<file path="src/include/cpu_clk_map.vh">
// Purpose: offsets, field positions, reset values and timing for the cpu clock sequencer
// Assumes: 8-bit registers on a plain strobe port, 200 MHz clock
// Notes: definitions only
`ifndef CPU_CLK_MAP_VH
`define CPU_CLK_MAP_VH

// register offsets
`define OFF_OSC_PIN_MODE 3'h0
`define OFF_MAIN_OSC_CTRL 3'h1
`define OFF_MAIN_CLK_MODE 3'h2
`define OFF_PROC_CLK_CTRL 3'h3
`define OFF_INT_OSC_MODE 3'h4
`define OFF_OSC_STAB 3'h5
`define OFF_CPU_STATE 3'h6

// osc_pin_mode_reg fields
`define B_MAIN_EXT_SEL 7
`define B_MAIN_PIN_OSC 6
`define B_SUB_EXT_SEL 5
`define B_SUB_PIN_OSC 4
`define B_HF_GAIN 0
// main_osc_ctrl_reg
`define B_MAIN_OSC_HALT 7
// main_clock_mode_reg
`define B_HS_ALLOW 2
`define B_MAIN_SRC_STAT 1
`define B_MAIN_SRC_SEL 0
// processor_clock_ctrl_reg
`define B_SUB_FAST_START 6
`define B_CPU_ON_SUB 5
`define B_CPU_SUB_SEL 4
// int_osc_mode_reg
`define B_INT_OSC_STABLE 7
`define B_INT_OSC_HALT 0

// reset values
`define RST_OSC_PIN_MODE 8'h00
`define RST_MAIN_OSC_HALT 1'b1
`define RST_INT_OSC_HALT 1'b0

// timing
`define CLK_PERIOD_PS 5000
`define RESET_PROC_PS 20000000
`define GAIN_HOLD_PS 5000000

// cpu source codes, as reported: 00 internal, 01 high-speed, 1x subsystem
`define SRC_INT 2'h0
`define SRC_HS 2'h1
`define SRC_SUB 2'h2

`endif

</file>
<file path="src/rtl/cpu_clock_source_sequencer.v">
// Purpose: cpu clock source selection and standby sequencing
// Assumes: halt_req/stop_req are one-cycle pulses on clk; wake and pins are async
// Notes: the cpu clock itself is gated by cpu_clk_en; source mux lives outside
`timescale 1ns/100ps
`include "cpu_clk_map.vh"
module cpu_clock_source_sequencer #(
  parameter SW_CYC = 4,
  parameter INT_SETTLE_CYC = 16,
  parameter STAB_SHIFT = 4
) (
  input wire clk,
  input wire resetn,
  input wire [2:0] addr,
  input wire [7:0] wr_data,
  input wire wr_en,
  input wire rd_en,
  output reg [7:0] rd_data,
  input wire halt_req,
  input wire stop_req,
  input wire wake_pin,
  input wire power_ok_pin,
  input wire power_on_detect_level_opt,
  output reg cpu_clk_en,
  output reg [1:0] cpu_src,
  output reg [3:0] cpu_state,
  output reg int_osc_en,
  output reg main_osc_en,
  output reg sub_osc_en,
  output reg high_freq_gain
);
  localparam [3:0] ST_A = 4'h0;
  localparam [3:0] ST_B = 4'h1;
  localparam [3:0] ST_C = 4'h2;
  localparam [3:0] ST_D = 4'h3;
  localparam [3:0] ST_E = 4'h4;
  localparam [3:0] ST_F = 4'h5;
  localparam [3:0] ST_G = 4'h6;
  localparam [3:0] ST_H = 4'h7;
  localparam [3:0] ST_I = 4'h8;

  // least times round up to whole cycles
  localparam integer RPROC_INT = (`RESET_PROC_PS + `CLK_PERIOD_PS - 1) / `CLK_PERIOD_PS;
  localparam [11:0] RPROC_CYC = RPROC_INT[11:0];
  localparam integer GAIN_INT = (`GAIN_HOLD_PS + `CLK_PERIOD_PS - 1) / `CLK_PERIOD_PS;
  localparam [11:0] GAIN_CYC = GAIN_INT[11:0];
  localparam [11:0] STRAP_CYC = 12'h006;
  localparam [11:0] SW_CYC_W = SW_CYC[11:0];
  localparam [7:0] INT_SETTLE_W = INT_SETTLE_CYC[7:0];

  // synchronised pins: wake, power good, strap
  wire [2:0] pins_s;
  pin_sync3 #(
    .W(3)
  ) u_sync (
    .clk(clk),
    .resetn(resetn),
    .pin({power_on_detect_level_opt, power_ok_pin, wake_pin}),
    .level_q(pins_s)
  );
  wire wake_s = pins_s[0];
  wire power_ok_s = pins_s[1];

  // software fields
  reg main_ext_input_sel_q;
  reg main_pin_osc_mode_q;
  reg sub_ext_input_sel_q;
  reg sub_pin_osc_mode_q;
  reg high_freq_gain_q;
  reg main_osc_halt_q;
  reg hs_source_allow_q;
  reg main_source_select_q;
  reg sub_fast_start_q;
  reg cpu_subsystem_select_q;
  reg int_osc_halt_q;
  reg gain_locked_q;
  reg allow_locked_q;

  // device state
  reg [3:0] state_q;
  reg [3:0] state_d;
  reg [1:0] src_q;
  reg [1:0] src_d;
  reg [11:0] cnt_q;
  reg [11:0] cnt_d;
  reg [11:0] gain_hold_q;
  reg strap_q;
  reg [7:0] int_settle_q;
  reg int_osc_stable_flag_q;
  reg [15:0] stab_q;
  reg wake_seen_q;

  function [1:0] want_src;
    input sub_sel;
    input main_sel;
    begin
      if (sub_sel)
        want_src = `SRC_SUB;
      else if (main_sel)
        want_src = `SRC_HS;
      else
        want_src = `SRC_INT;
    end
  endfunction

  function [3:0] run_state;
    input [1:0] src;
    begin
      case (src)
        `SRC_INT: run_state = ST_B;
        `SRC_HS: run_state = ST_C;
        default: run_state = ST_D;
      endcase
    end
  endfunction

  function is_run;
    input [3:0] st;
    begin
      is_run = (st == ST_B) || (st == ST_C) || (st == ST_D);
    end
  endfunction

  wire wr_pin = wr_en && (addr == `OFF_OSC_PIN_MODE);
  wire wr_moc = wr_en && (addr == `OFF_MAIN_OSC_CTRL);
  wire wr_mcm = wr_en && (addr == `OFF_MAIN_CLK_MODE);
  wire wr_pcc = wr_en && (addr == `OFF_PROC_CLK_CTRL);
  wire wr_rcm = wr_en && (addr == `OFF_INT_OSC_MODE);
  wire [1:0] want = want_src(cpu_subsystem_select_q, main_source_select_q);
  wire stopped = (state_q == ST_H) || (state_q == ST_I);
  wire wake_rise = wake_s && !wake_seen_q;

  // register writes
  always @(posedge clk or negedge resetn)
  begin
    if (!resetn)
    begin
      main_ext_input_sel_q <= 1'b0;
      main_pin_osc_mode_q <= 1'b0;
      sub_ext_input_sel_q <= 1'b0;
      sub_pin_osc_mode_q <= 1'b0;
      high_freq_gain_q <= 1'b0;
      main_osc_halt_q <= `RST_MAIN_OSC_HALT;
      hs_source_allow_q <= 1'b0;
      main_source_select_q <= 1'b0;
      sub_fast_start_q <= 1'b0;
      cpu_subsystem_select_q <= 1'b0;
      int_osc_halt_q <= `RST_INT_OSC_HALT;
      gain_locked_q <= 1'b0;
      allow_locked_q <= 1'b0;
    end
    else
    begin
      if (wr_pin)
      begin
        main_ext_input_sel_q <= wr_data[`B_MAIN_EXT_SEL];
        main_pin_osc_mode_q <= wr_data[`B_MAIN_PIN_OSC];
        sub_ext_input_sel_q <= wr_data[`B_SUB_EXT_SEL];
        sub_pin_osc_mode_q <= wr_data[`B_SUB_PIN_OSC];
        // one change only; a write of the same value does not use it up
        if (!gain_locked_q && wr_data[`B_HF_GAIN] != high_freq_gain_q)
        begin
          high_freq_gain_q <= wr_data[`B_HF_GAIN];
          gain_locked_q <= 1'b1;
        end
      end
      if (wr_moc)
        main_osc_halt_q <= wr_data[`B_MAIN_OSC_HALT];
      if (wr_mcm)
      begin
        if (!allow_locked_q && wr_data[`B_HS_ALLOW] != hs_source_allow_q)
        begin
          hs_source_allow_q <= wr_data[`B_HS_ALLOW];
          allow_locked_q <= 1'b1;
        end
        // select sticks at 0 until the high-speed source is allowed
        if (hs_source_allow_q || wr_data[`B_HS_ALLOW])
          main_source_select_q <= wr_data[`B_MAIN_SRC_SEL];
      end
      if (wr_pcc)
      begin
        sub_fast_start_q <= wr_data[`B_SUB_FAST_START];
        cpu_subsystem_select_q <= wr_data[`B_CPU_SUB_SEL];
      end
      if (wr_rcm)
        int_osc_halt_q <= wr_data[`B_INT_OSC_HALT];
    end
  end

  // state sequencing
  always @*
  begin
    state_d = state_q;
    src_d = src_q;
    cnt_d = (cnt_q != 12'h000) ? cnt_q - 12'h001 : 12'h000;
    case (state_q)
      ST_A:
      begin
        // strap settles through the synchroniser before it is trusted
        if (cnt_q == 12'h000)
        begin
          if (!strap_q)
            state_d = ST_B;
          else if (power_ok_s)
          begin
            state_d = ST_B;
            cnt_d = RPROC_CYC;
          end
        end
      end
      ST_B, ST_C, ST_D:
      begin
        if (cnt_q == 12'h000 && want != src_q)
          cnt_d = SW_CYC_W;
        else if (cnt_q == 12'h001 && want != src_q)
        begin
          src_d = want;
          state_d = run_state(want);
        end
        else if (cnt_q == 12'h000 && halt_req)
        begin
          case (state_q)
            ST_B: state_d = ST_E;
            ST_C: state_d = ST_F;
            default: state_d = ST_G;
          endcase
        end
        else if (cnt_q == 12'h000 && stop_req && state_q != ST_D)
          state_d = (state_q == ST_B) ? ST_H : ST_I;
      end
      ST_E, ST_F, ST_G, ST_H, ST_I:
      begin
        if (wake_rise)
          state_d = run_state(src_q);
      end
      default:
        state_d = ST_B;
    endcase
  end

  always @(posedge clk or negedge resetn)
  begin
    if (!resetn)
    begin
      state_q <= ST_A;
      src_q <= `SRC_INT;
      cnt_q <= STRAP_CYC;
      strap_q <= 1'b0;
      wake_seen_q <= 1'b0;
    end
    else
    begin
      state_q <= state_d;
      src_q <= src_d;
      cnt_q <= cnt_d;
      wake_seen_q <= wake_s;
      // strap caught only while still in the reset state
      if (state_q == ST_A)
        strap_q <= pins_s[2];
    end
  end

  // clock withhold after the gain bit goes high
  always @(posedge clk or negedge resetn)
  begin
    if (!resetn)
      gain_hold_q <= 12'h000;
    else if (wr_pin && !gain_locked_q && wr_data[`B_HF_GAIN] && !high_freq_gain_q)
      gain_hold_q <= GAIN_CYC;
    else if (gain_hold_q != 12'h000)
      gain_hold_q <= gain_hold_q - 12'h001;
  end

  // internal oscillator settle and main oscillator stabilization count
  always @(posedge clk or negedge resetn)
  begin
    if (!resetn)
    begin
      int_settle_q <= 8'h00;
      int_osc_stable_flag_q <= 1'b0;
      stab_q <= 16'h0000;
    end
    else
    begin
      if (int_osc_halt_q || stopped)
      begin
        int_settle_q <= 8'h00;
        int_osc_stable_flag_q <= 1'b0;
      end
      else if (int_settle_q != INT_SETTLE_W)
        int_settle_q <= int_settle_q + 8'h01;
      else
        int_osc_stable_flag_q <= 1'b1;
      // only a running crystal counts; external input has nothing to wait for
      if (main_osc_halt_q || !main_pin_osc_mode_q || main_ext_input_sel_q || stopped)
        stab_q <= 16'h0000;
      else if (stab_q != 16'hFFFF)
        stab_q <= stab_q + 16'h0001;
    end
  end

  // read port, data in the cycle after the strobe
  always @(posedge clk or negedge resetn)
  begin
    if (!resetn)
      rd_data <= 8'h00;
    else if (rd_en)
    begin
      case (addr)
        `OFF_OSC_PIN_MODE:
          rd_data <= {main_ext_input_sel_q, main_pin_osc_mode_q, sub_ext_input_sel_q,
            sub_pin_osc_mode_q, 3'h0, high_freq_gain_q};
        `OFF_MAIN_OSC_CTRL:
          rd_data <= {main_osc_halt_q, 7'h00};
        `OFF_MAIN_CLK_MODE:
          rd_data <= {5'h00, hs_source_allow_q, src_q == `SRC_HS,
            main_source_select_q};
        `OFF_PROC_CLK_CTRL:
          rd_data <= {1'b0, sub_fast_start_q, src_q[1], cpu_subsystem_select_q,
            4'h0};
        `OFF_INT_OSC_MODE:
          rd_data <= {int_osc_stable_flag_q, 6'h00, int_osc_halt_q};
        `OFF_OSC_STAB:
          rd_data <= stab_q[STAB_SHIFT+7 -: 8];
        `OFF_CPU_STATE:
          rd_data <= {4'h0, state_q};
        default:
          rd_data <= 8'h00;
      endcase
    end
    else
      rd_data <= 8'h00;
  end

  // registered outputs
  always @(posedge clk or negedge resetn)
  begin
    if (!resetn)
    begin
      cpu_clk_en <= 1'b0;
      cpu_src <= `SRC_INT;
      cpu_state <= ST_A;
      int_osc_en <= 1'b0;
      main_osc_en <= 1'b0;
      sub_osc_en <= 1'b0;
      high_freq_gain <= 1'b0;
    end
    else
    begin
      // clock gated across a switch so no short pulse reaches the cpu
      cpu_clk_en <= is_run(state_d) && (cnt_d == 12'h000) &&
        (gain_hold_q == 12'h000);
      cpu_src <= src_d;
      cpu_state <= state_d;
      // stop halts internal and main oscillators; subsystem keeps running
      int_osc_en <= !int_osc_halt_q && !(state_d == ST_H || state_d == ST_I);
      main_osc_en <= main_pin_osc_mode_q && !main_osc_halt_q &&
        !(state_d == ST_H || state_d == ST_I);
      sub_osc_en <= sub_fast_start_q || sub_pin_osc_mode_q;
      high_freq_gain <= high_freq_gain_q;
    end
  end
endmodule // cpu_clock_source_sequencer

</file>
<file path="src/rtl/pin_sync3.v">
// Purpose: three-stage synchroniser for pin inputs with an agreement filter
// Assumes: inputs are asynchronous to clk
// Notes: output moves only when stages two and three agree
`timescale 1ns/100ps
module pin_sync3 #(
  parameter W = 1
) (
  input wire clk,
  input wire resetn,
  input wire [W-1:0] pin,
  output reg [W-1:0] level_q
);
  reg [W-1:0] s1_q;
  reg [W-1:0] s2_q;
  reg [W-1:0] s3_q;
  integer i;

  // stage one feeds only stage two, never any decision logic
  always @(posedge clk or negedge resetn)
  begin
    if (!resetn)
    begin
      s1_q <= {W{1'b0}};
      s2_q <= {W{1'b0}};
      s3_q <= {W{1'b0}};
      level_q <= {W{1'b0}};
    end
    else
    begin
      s1_q <= pin;
      s2_q <= s1_q;
      s3_q <= s2_q;
      for (i = 0; i < W; i = i + 1)
      begin
        if (s2_q[i] == s3_q[i])
          level_q[i] <= s3_q[i];
      end
    end
  end
endmodule // pin_sync3
</file>
<file path="config.mk">
export PLATFORM = sky130hd
export DESIGN_NAME = cpu_clock_source_sequencer
export DESIGN_NICKNAME = d
export VERILOG_FILES = /design/src/rtl/cpu_clock_source_sequencer.v /design/src/rtl/pin_sync3.v
export VERILOG_INCLUDE_DIRS = /design/src /design/src/include
export SDC_FILE = /design/constraint.sdc
export NUM_CORES = 1
export LEC_CHECK = 0
export BUFFER_PORTS_ARGS = -buffer_cell sky130_fd_sc_hd__buf_2
export CORE_MARGIN = 1.5
export CORE_UTILIZATION = 34
export CTS_CLUSTER_DIAMETER = 80
export DETAILED_ROUTE_END_ITERATION = 6
export SLEW_MARGIN = 20
export SYNTH_ARGS = -nofsm -noshare
export SYNTH_HDL_FRONTEND = slang
export SYNTH_SLANG_ARGS = --single-unit
</file>
<file path="constraint.sdc">
create_clock -name clk -period 3.8 [get_ports clk]
set_input_delay 0.19 -clock clk [delete_from_list [all_inputs] [get_ports clk]]
set_output_delay 0.19 -clock clk [all_outputs]
set_load 0.05 [all_outputs]
</file>
==> summary.log <==
qor: status.run_status finished with violations
qor: status.failed_checks hold timing
qor: sta.setup_tns 0 ns
qor: sta.rsz_0062_raised_after_global_routing no
qor: critical_path.critical_path.slowest_cell sky130_fd_sc_hd__dfrtp_1
qor: synth.synth.avg_cell_area 10.1 um^2
qor: cts.cts_tree yes
qor: sta.min_period_over_period 65.4%
qor: flow_run.timing.max_cap.violations 0
qor: critical_path.timing.rr.start cnt_q[0]
qor: synth.syn_area 4730 um^2
qor: cts.cts_made_buffers 9
qor: critical_path.reg2reg_setup_slack 1.32 ns
qor: critical_path.worstSetupPathDepth 8
qor: synth.synthesis.yosys.warnings 0
qor: synth.synth_top_family_by_area simple AND/OR/NAND/NOR gates
qor: critical_path.critPathLaunchType flip-flop
qor: critical_path.timing.rr.end int_osc_en
qor: sta.slew_at_the_pin_closest_to_its_max_slew_limit 0.882 ns
qor: layout.finalCoreUtilization 40.5%
qor: critical_path.cpLargestDelayFamily simple AND/OR/NAND/NOR gates
qor: drt.first_pass_iters 4
qor: synth.synth_cells 468
qor: cts.worst_skew_pair.late_latency 0.33 ns
qor: critical_path.critical_path_at 2.69 ns
qor: synth.synth-adder-area-share 2.49%
qor: cts.clk_pin_slew_worst_paths 0.06 ns
qor: global_route.grt.overflow.total 0
qor: drt.antenna_left 0
qor: power_and_ir_drop.power_leakage 2.28 nW
qor: sta.fin_worst_skew 0.00392 ns
qor: layout.stdcell_area 5420 um^2
qor: critical_path.crit_path_max_incr_delay 0.43 ns
qor: place.detailedPlacementHpwl 7120 um
qor: synth.post_synth_mux_area_share 4.21%
qor: drt.drt_drc_violations_left 0
qor: cts.post_cts_buffers 0
qor: sta.min_period 2.48 ns
qor: hold_path.hold_class primary input to asynchronous set/reset pin
qor: cts.buffer_levels_on_the_longest_clock_path 2
qor: global_route.grt_first_pass_wirelength 16700 um
qor: floorplan.initial_utilization 35.3%
qor: power_and_ir_drop.ir_drop 0.220 mV
qor: synth.synth-simple-area-share 23.8%
qor: layout.nets 534
qor: layout.final.fill_count 1308
qor: critical_path.worstPathBufferInverterCount 1
qor: critical_path.worst-r2r-cell-count 8
qor: critical_path.crit_required 4.00 ns
qor: place.placement.setup.worst_slack 1.33 ns
qor: floorplan.fp-row-count 42
qor: place.gpl.final_weighted_congestion 0.857
qor: drt.drt_iter0_drc 208
qor: layout.most_common_library_cell_in_the_layout_ignoring_fill_and_taps sky130_fd_sc_hd__dfrtp_1
qor: global_route.globalRouteTotalUtil 14.4%
qor: floorplan.die_width 121 um
qor: sta.finalHoldViolations 31
qor: synth.synth_compound_gate_area_share 10.1%
qor: global_route.antenna_found_initial 2
qor: drt.detail_route.wl_per_cell 14.1 um
qor: floorplan.floorplan.io_pins 39
qor: critical_path.setup.worst_path.start cnt_q[0]
qor: synth.synth.yosys.seq_area_share 50.4%
qor: sta.slew_headroom 41.2%
qor: sta.timing_max_transition_violations_final 0
qor: floorplan.die_height 121 um
qor: layout.final_cell_mix 92 x sky130_fd_sc_hd__dfrtp_1, 63 x sky130_fd_sc_hd__nor2_1, 37 x sky130_fd_sc_hd__nand2_1, 35 x sky130_fd_sc_hd__buf_2, 25 x sky130_fd_sc_hd__a21oi_1
qor: critical_path.crit_end int_osc_en
qor: synth.yosys_register_bits 95
qor: cts.cts_htree_levels 3
qor: floorplan.floorplan.die_area 14600 um^2
qor: cts.clkSinkCount 95
qor: global_route.first_global_vias 3463
qor: sta.setup_viol 0
qor: sta.final_layout_worst_hold_slack -0.0361 ns
qor: synth.synth-edff-count 0
qor: critical_path.criticalPathCategory flip-flop to flip-flop
qor: drt.route.final.wire_length 9710 um
qor: global_route.maximum_number_of_pins_on_one_net_before_global_route_repair 71
qor: layout.final_layout_size_suffix_gt1_share 16.2%
qor: cts.cts-resized-gates 0
qor: layout.layoutNonFillerInstCount 689
qor: sta.maximum_frequency_from_static_timing_analysis 403 MHz
qor: critical_path.critPathMaxFanout 11
qor: synth.asyncSetResetFlopFracSynth 100%
qor: drt.via_count 3473
qor: synth.yosys.cell_types.count 70
qor: synth.synthXorXnorAreaFrac 5.93%
qor: place.numPortBuffers 36
qor: floorplan.floorplan.core_area 13400 um^2
qor: cts.clk_root_buffer_cell sky130_fd_sc_hd__clkbuf_16
qor: synth.syn_nets 495
qor: drt.via_per_inst 5.04
qor: sta.postLayoutSetupSlackWorst 1.32 ns
qor: critical_path.path_cells inv_1 > ha_1 > nor4b_4 > nand3_2 > nor4_1 > a21oi_1 > a221oi_1 > a211oi_1
qor: critical_path.timing.critical_path.to_type flip-flop
qor: power_and_ir_drop.power.density 567 nW/um^2
qor: place.placed_cells 669
qor: synth.synth_top_flop_cell sky130_fd_sc_hd__dfrtp_1
qor: place.dpl_cell_area 5080 um^2
qor: layout.areaGrowthSynthToFinish 14.7%
qor: cts.postCtsHoldBufs 3
-- Yosys cell counts (3+ instances only) --
cell                       number  area share [%]
sky130_fd_sc_hd__nor3_1        15             1.6
sky130_fd_sc_hd__nand3_1       20             2.1
sky130_fd_sc_hd__xor2_1        12             2.2
sky130_fd_sc_hd__o21ai_1        3            0.32
sky130_fd_sc_hd__o22ai_1        4            0.53
sky130_fd_sc_hd__or3_1          3            0.40
sky130_fd_sc_hd__dfstp_2        3             1.7
sky130_fd_sc_hd__nand2_1       37             2.9
sky130_fd_sc_hd__dfrtp_1       92              49
sky130_fd_sc_hd__and3_1         8             1.1
sky130_fd_sc_hd__and2_1         6            0.79
sky130_fd_sc_hd__mux2_2        12             2.9
sky130_fd_sc_hd__a211oi_1       4            0.64
sky130_fd_sc_hd__a21o_1         3            0.48
sky130_fd_sc_hd__mux2i_1        3            0.64
sky130_fd_sc_hd__nor2b_1        8             1.1
sky130_fd_sc_hd__a21oi_1       25             2.6
sky130_fd_sc_hd__inv_1         23             1.8
sky130_fd_sc_hd__xnor2_1       20             3.7
sky130_fd_sc_hd__nand2b_1       8             1.1
sky130_fd_sc_hd__nand3b_1       3            0.48
sky130_fd_sc_hd__nor2_1        63             5.0
sky130_fd_sc_hd__clkbuf_1       7            0.56
sky130_fd_sc_hd__ha_1           7             1.9
sky130_fd_sc_hd__nor4_1         9             1.2
sky130_fd_sc_hd__or2_2          3            0.40
sky130_fd_sc_hd__o21ai_0        9            0.95
sky130_fd_sc_hd__maj3_1         3            0.64
-- layer usage --
metal	GRT usage (%)	up-vias	part of all wire (%)
met5	0	-	0.13
li1	-	1711	-
met4	5.81	2	1.8
met1	18.9	1701	48
met3	3.67	14	4.0
met2	22.7	45	46
-- worst register-to-register path: cells and delay by family, from the launching register on --
kind	cells	cell delay, ns
AO/OA/AOI/OAI	3	0.61
adder cells (fa/ha/maj)	1	0.22
buffers and inverters	1	0.08
flip-flops	1	0.43
AND/OR/NAND/NOR	3	1.03
-- through the flow --
| step | power [W] | hold WS, ns |
|---|---|---|
| 2_1_floorplan | 0.00198 | -0.106 |
| 3_3_place_gp | 0.00214 | 0.300 |
| 3_5_place_dp | 0.00217 | 0.305 |
| 4_1_cts | 0.00311 | 0.00961 |
| 5_1_grt | 0.00327 | 0.0474 |
| 6_report | 0.00307 | -0.0361 |
-- where the power goes --
part           switching [W]  internal, W  leakage, nW  total (W)
clock               0.000356     0.000564        0.149   0.000920
combinational       0.000396     0.000320        0.943   0.000717
sequential          0.000215      0.00122         1.19    0.00144
-- kinds of logic after synthesis --
| logic type | after synthesis |
|---|---|
| XOR/XNOR | 32 |
| AND/OR/NAND/NOR | 209 |
| flip-flops | 95 |
| buffers and inverters | 35 |
| adder cells (fa/ha/maj) | 10 |
| AO/OA/AOI/OAI | 70 |
| multiplexers | 17 |
-- final cells by class --
type	instances	area (um^2)	share of cell area (%)
Sequential cell	95	2380	43.9
Multi-Input combinational cell	338	2200	40.6
Clock buffer	14	274	5.05
Timing Repair Buffer	40	220	4.06
Tap cell	176	220	4.06
Inverter	23	86.3	1.59
Clock inverter	2	37.5	0.692
Antenna cell	1	2.50	0.0461
-- worst min path at each step --
stage	from	endpoint
2_1_floorplan	resetn	allow_locked_q
3_3_place_gp	power_ok_pin	u_sync.s1_q[1]
3_5_place_dp	power_on_detect_level_opt	u_sync.s1_q[2]
4_1_cts	resetn	u_sync.level_q[2]
5_1_grt	resetn	gain_hold_q[8]
6_report	resetn	u_sync.s1_q[2]
-- flip-flops by register name (all words and copies together), names as in the netlist, 2 cells and up --
name	flops
int_settle_q	8
u_sync.s1_q	3
u_sync.level_q	3
cnt_q	12
cpu_src	2
u_sync.s2_q	3
gain_hold_q	12
rd_data	8
cpu_state	4
u_sync.s3_q	3
stab_q	16
Note: power is estimated with default switching activity, not from simulation.
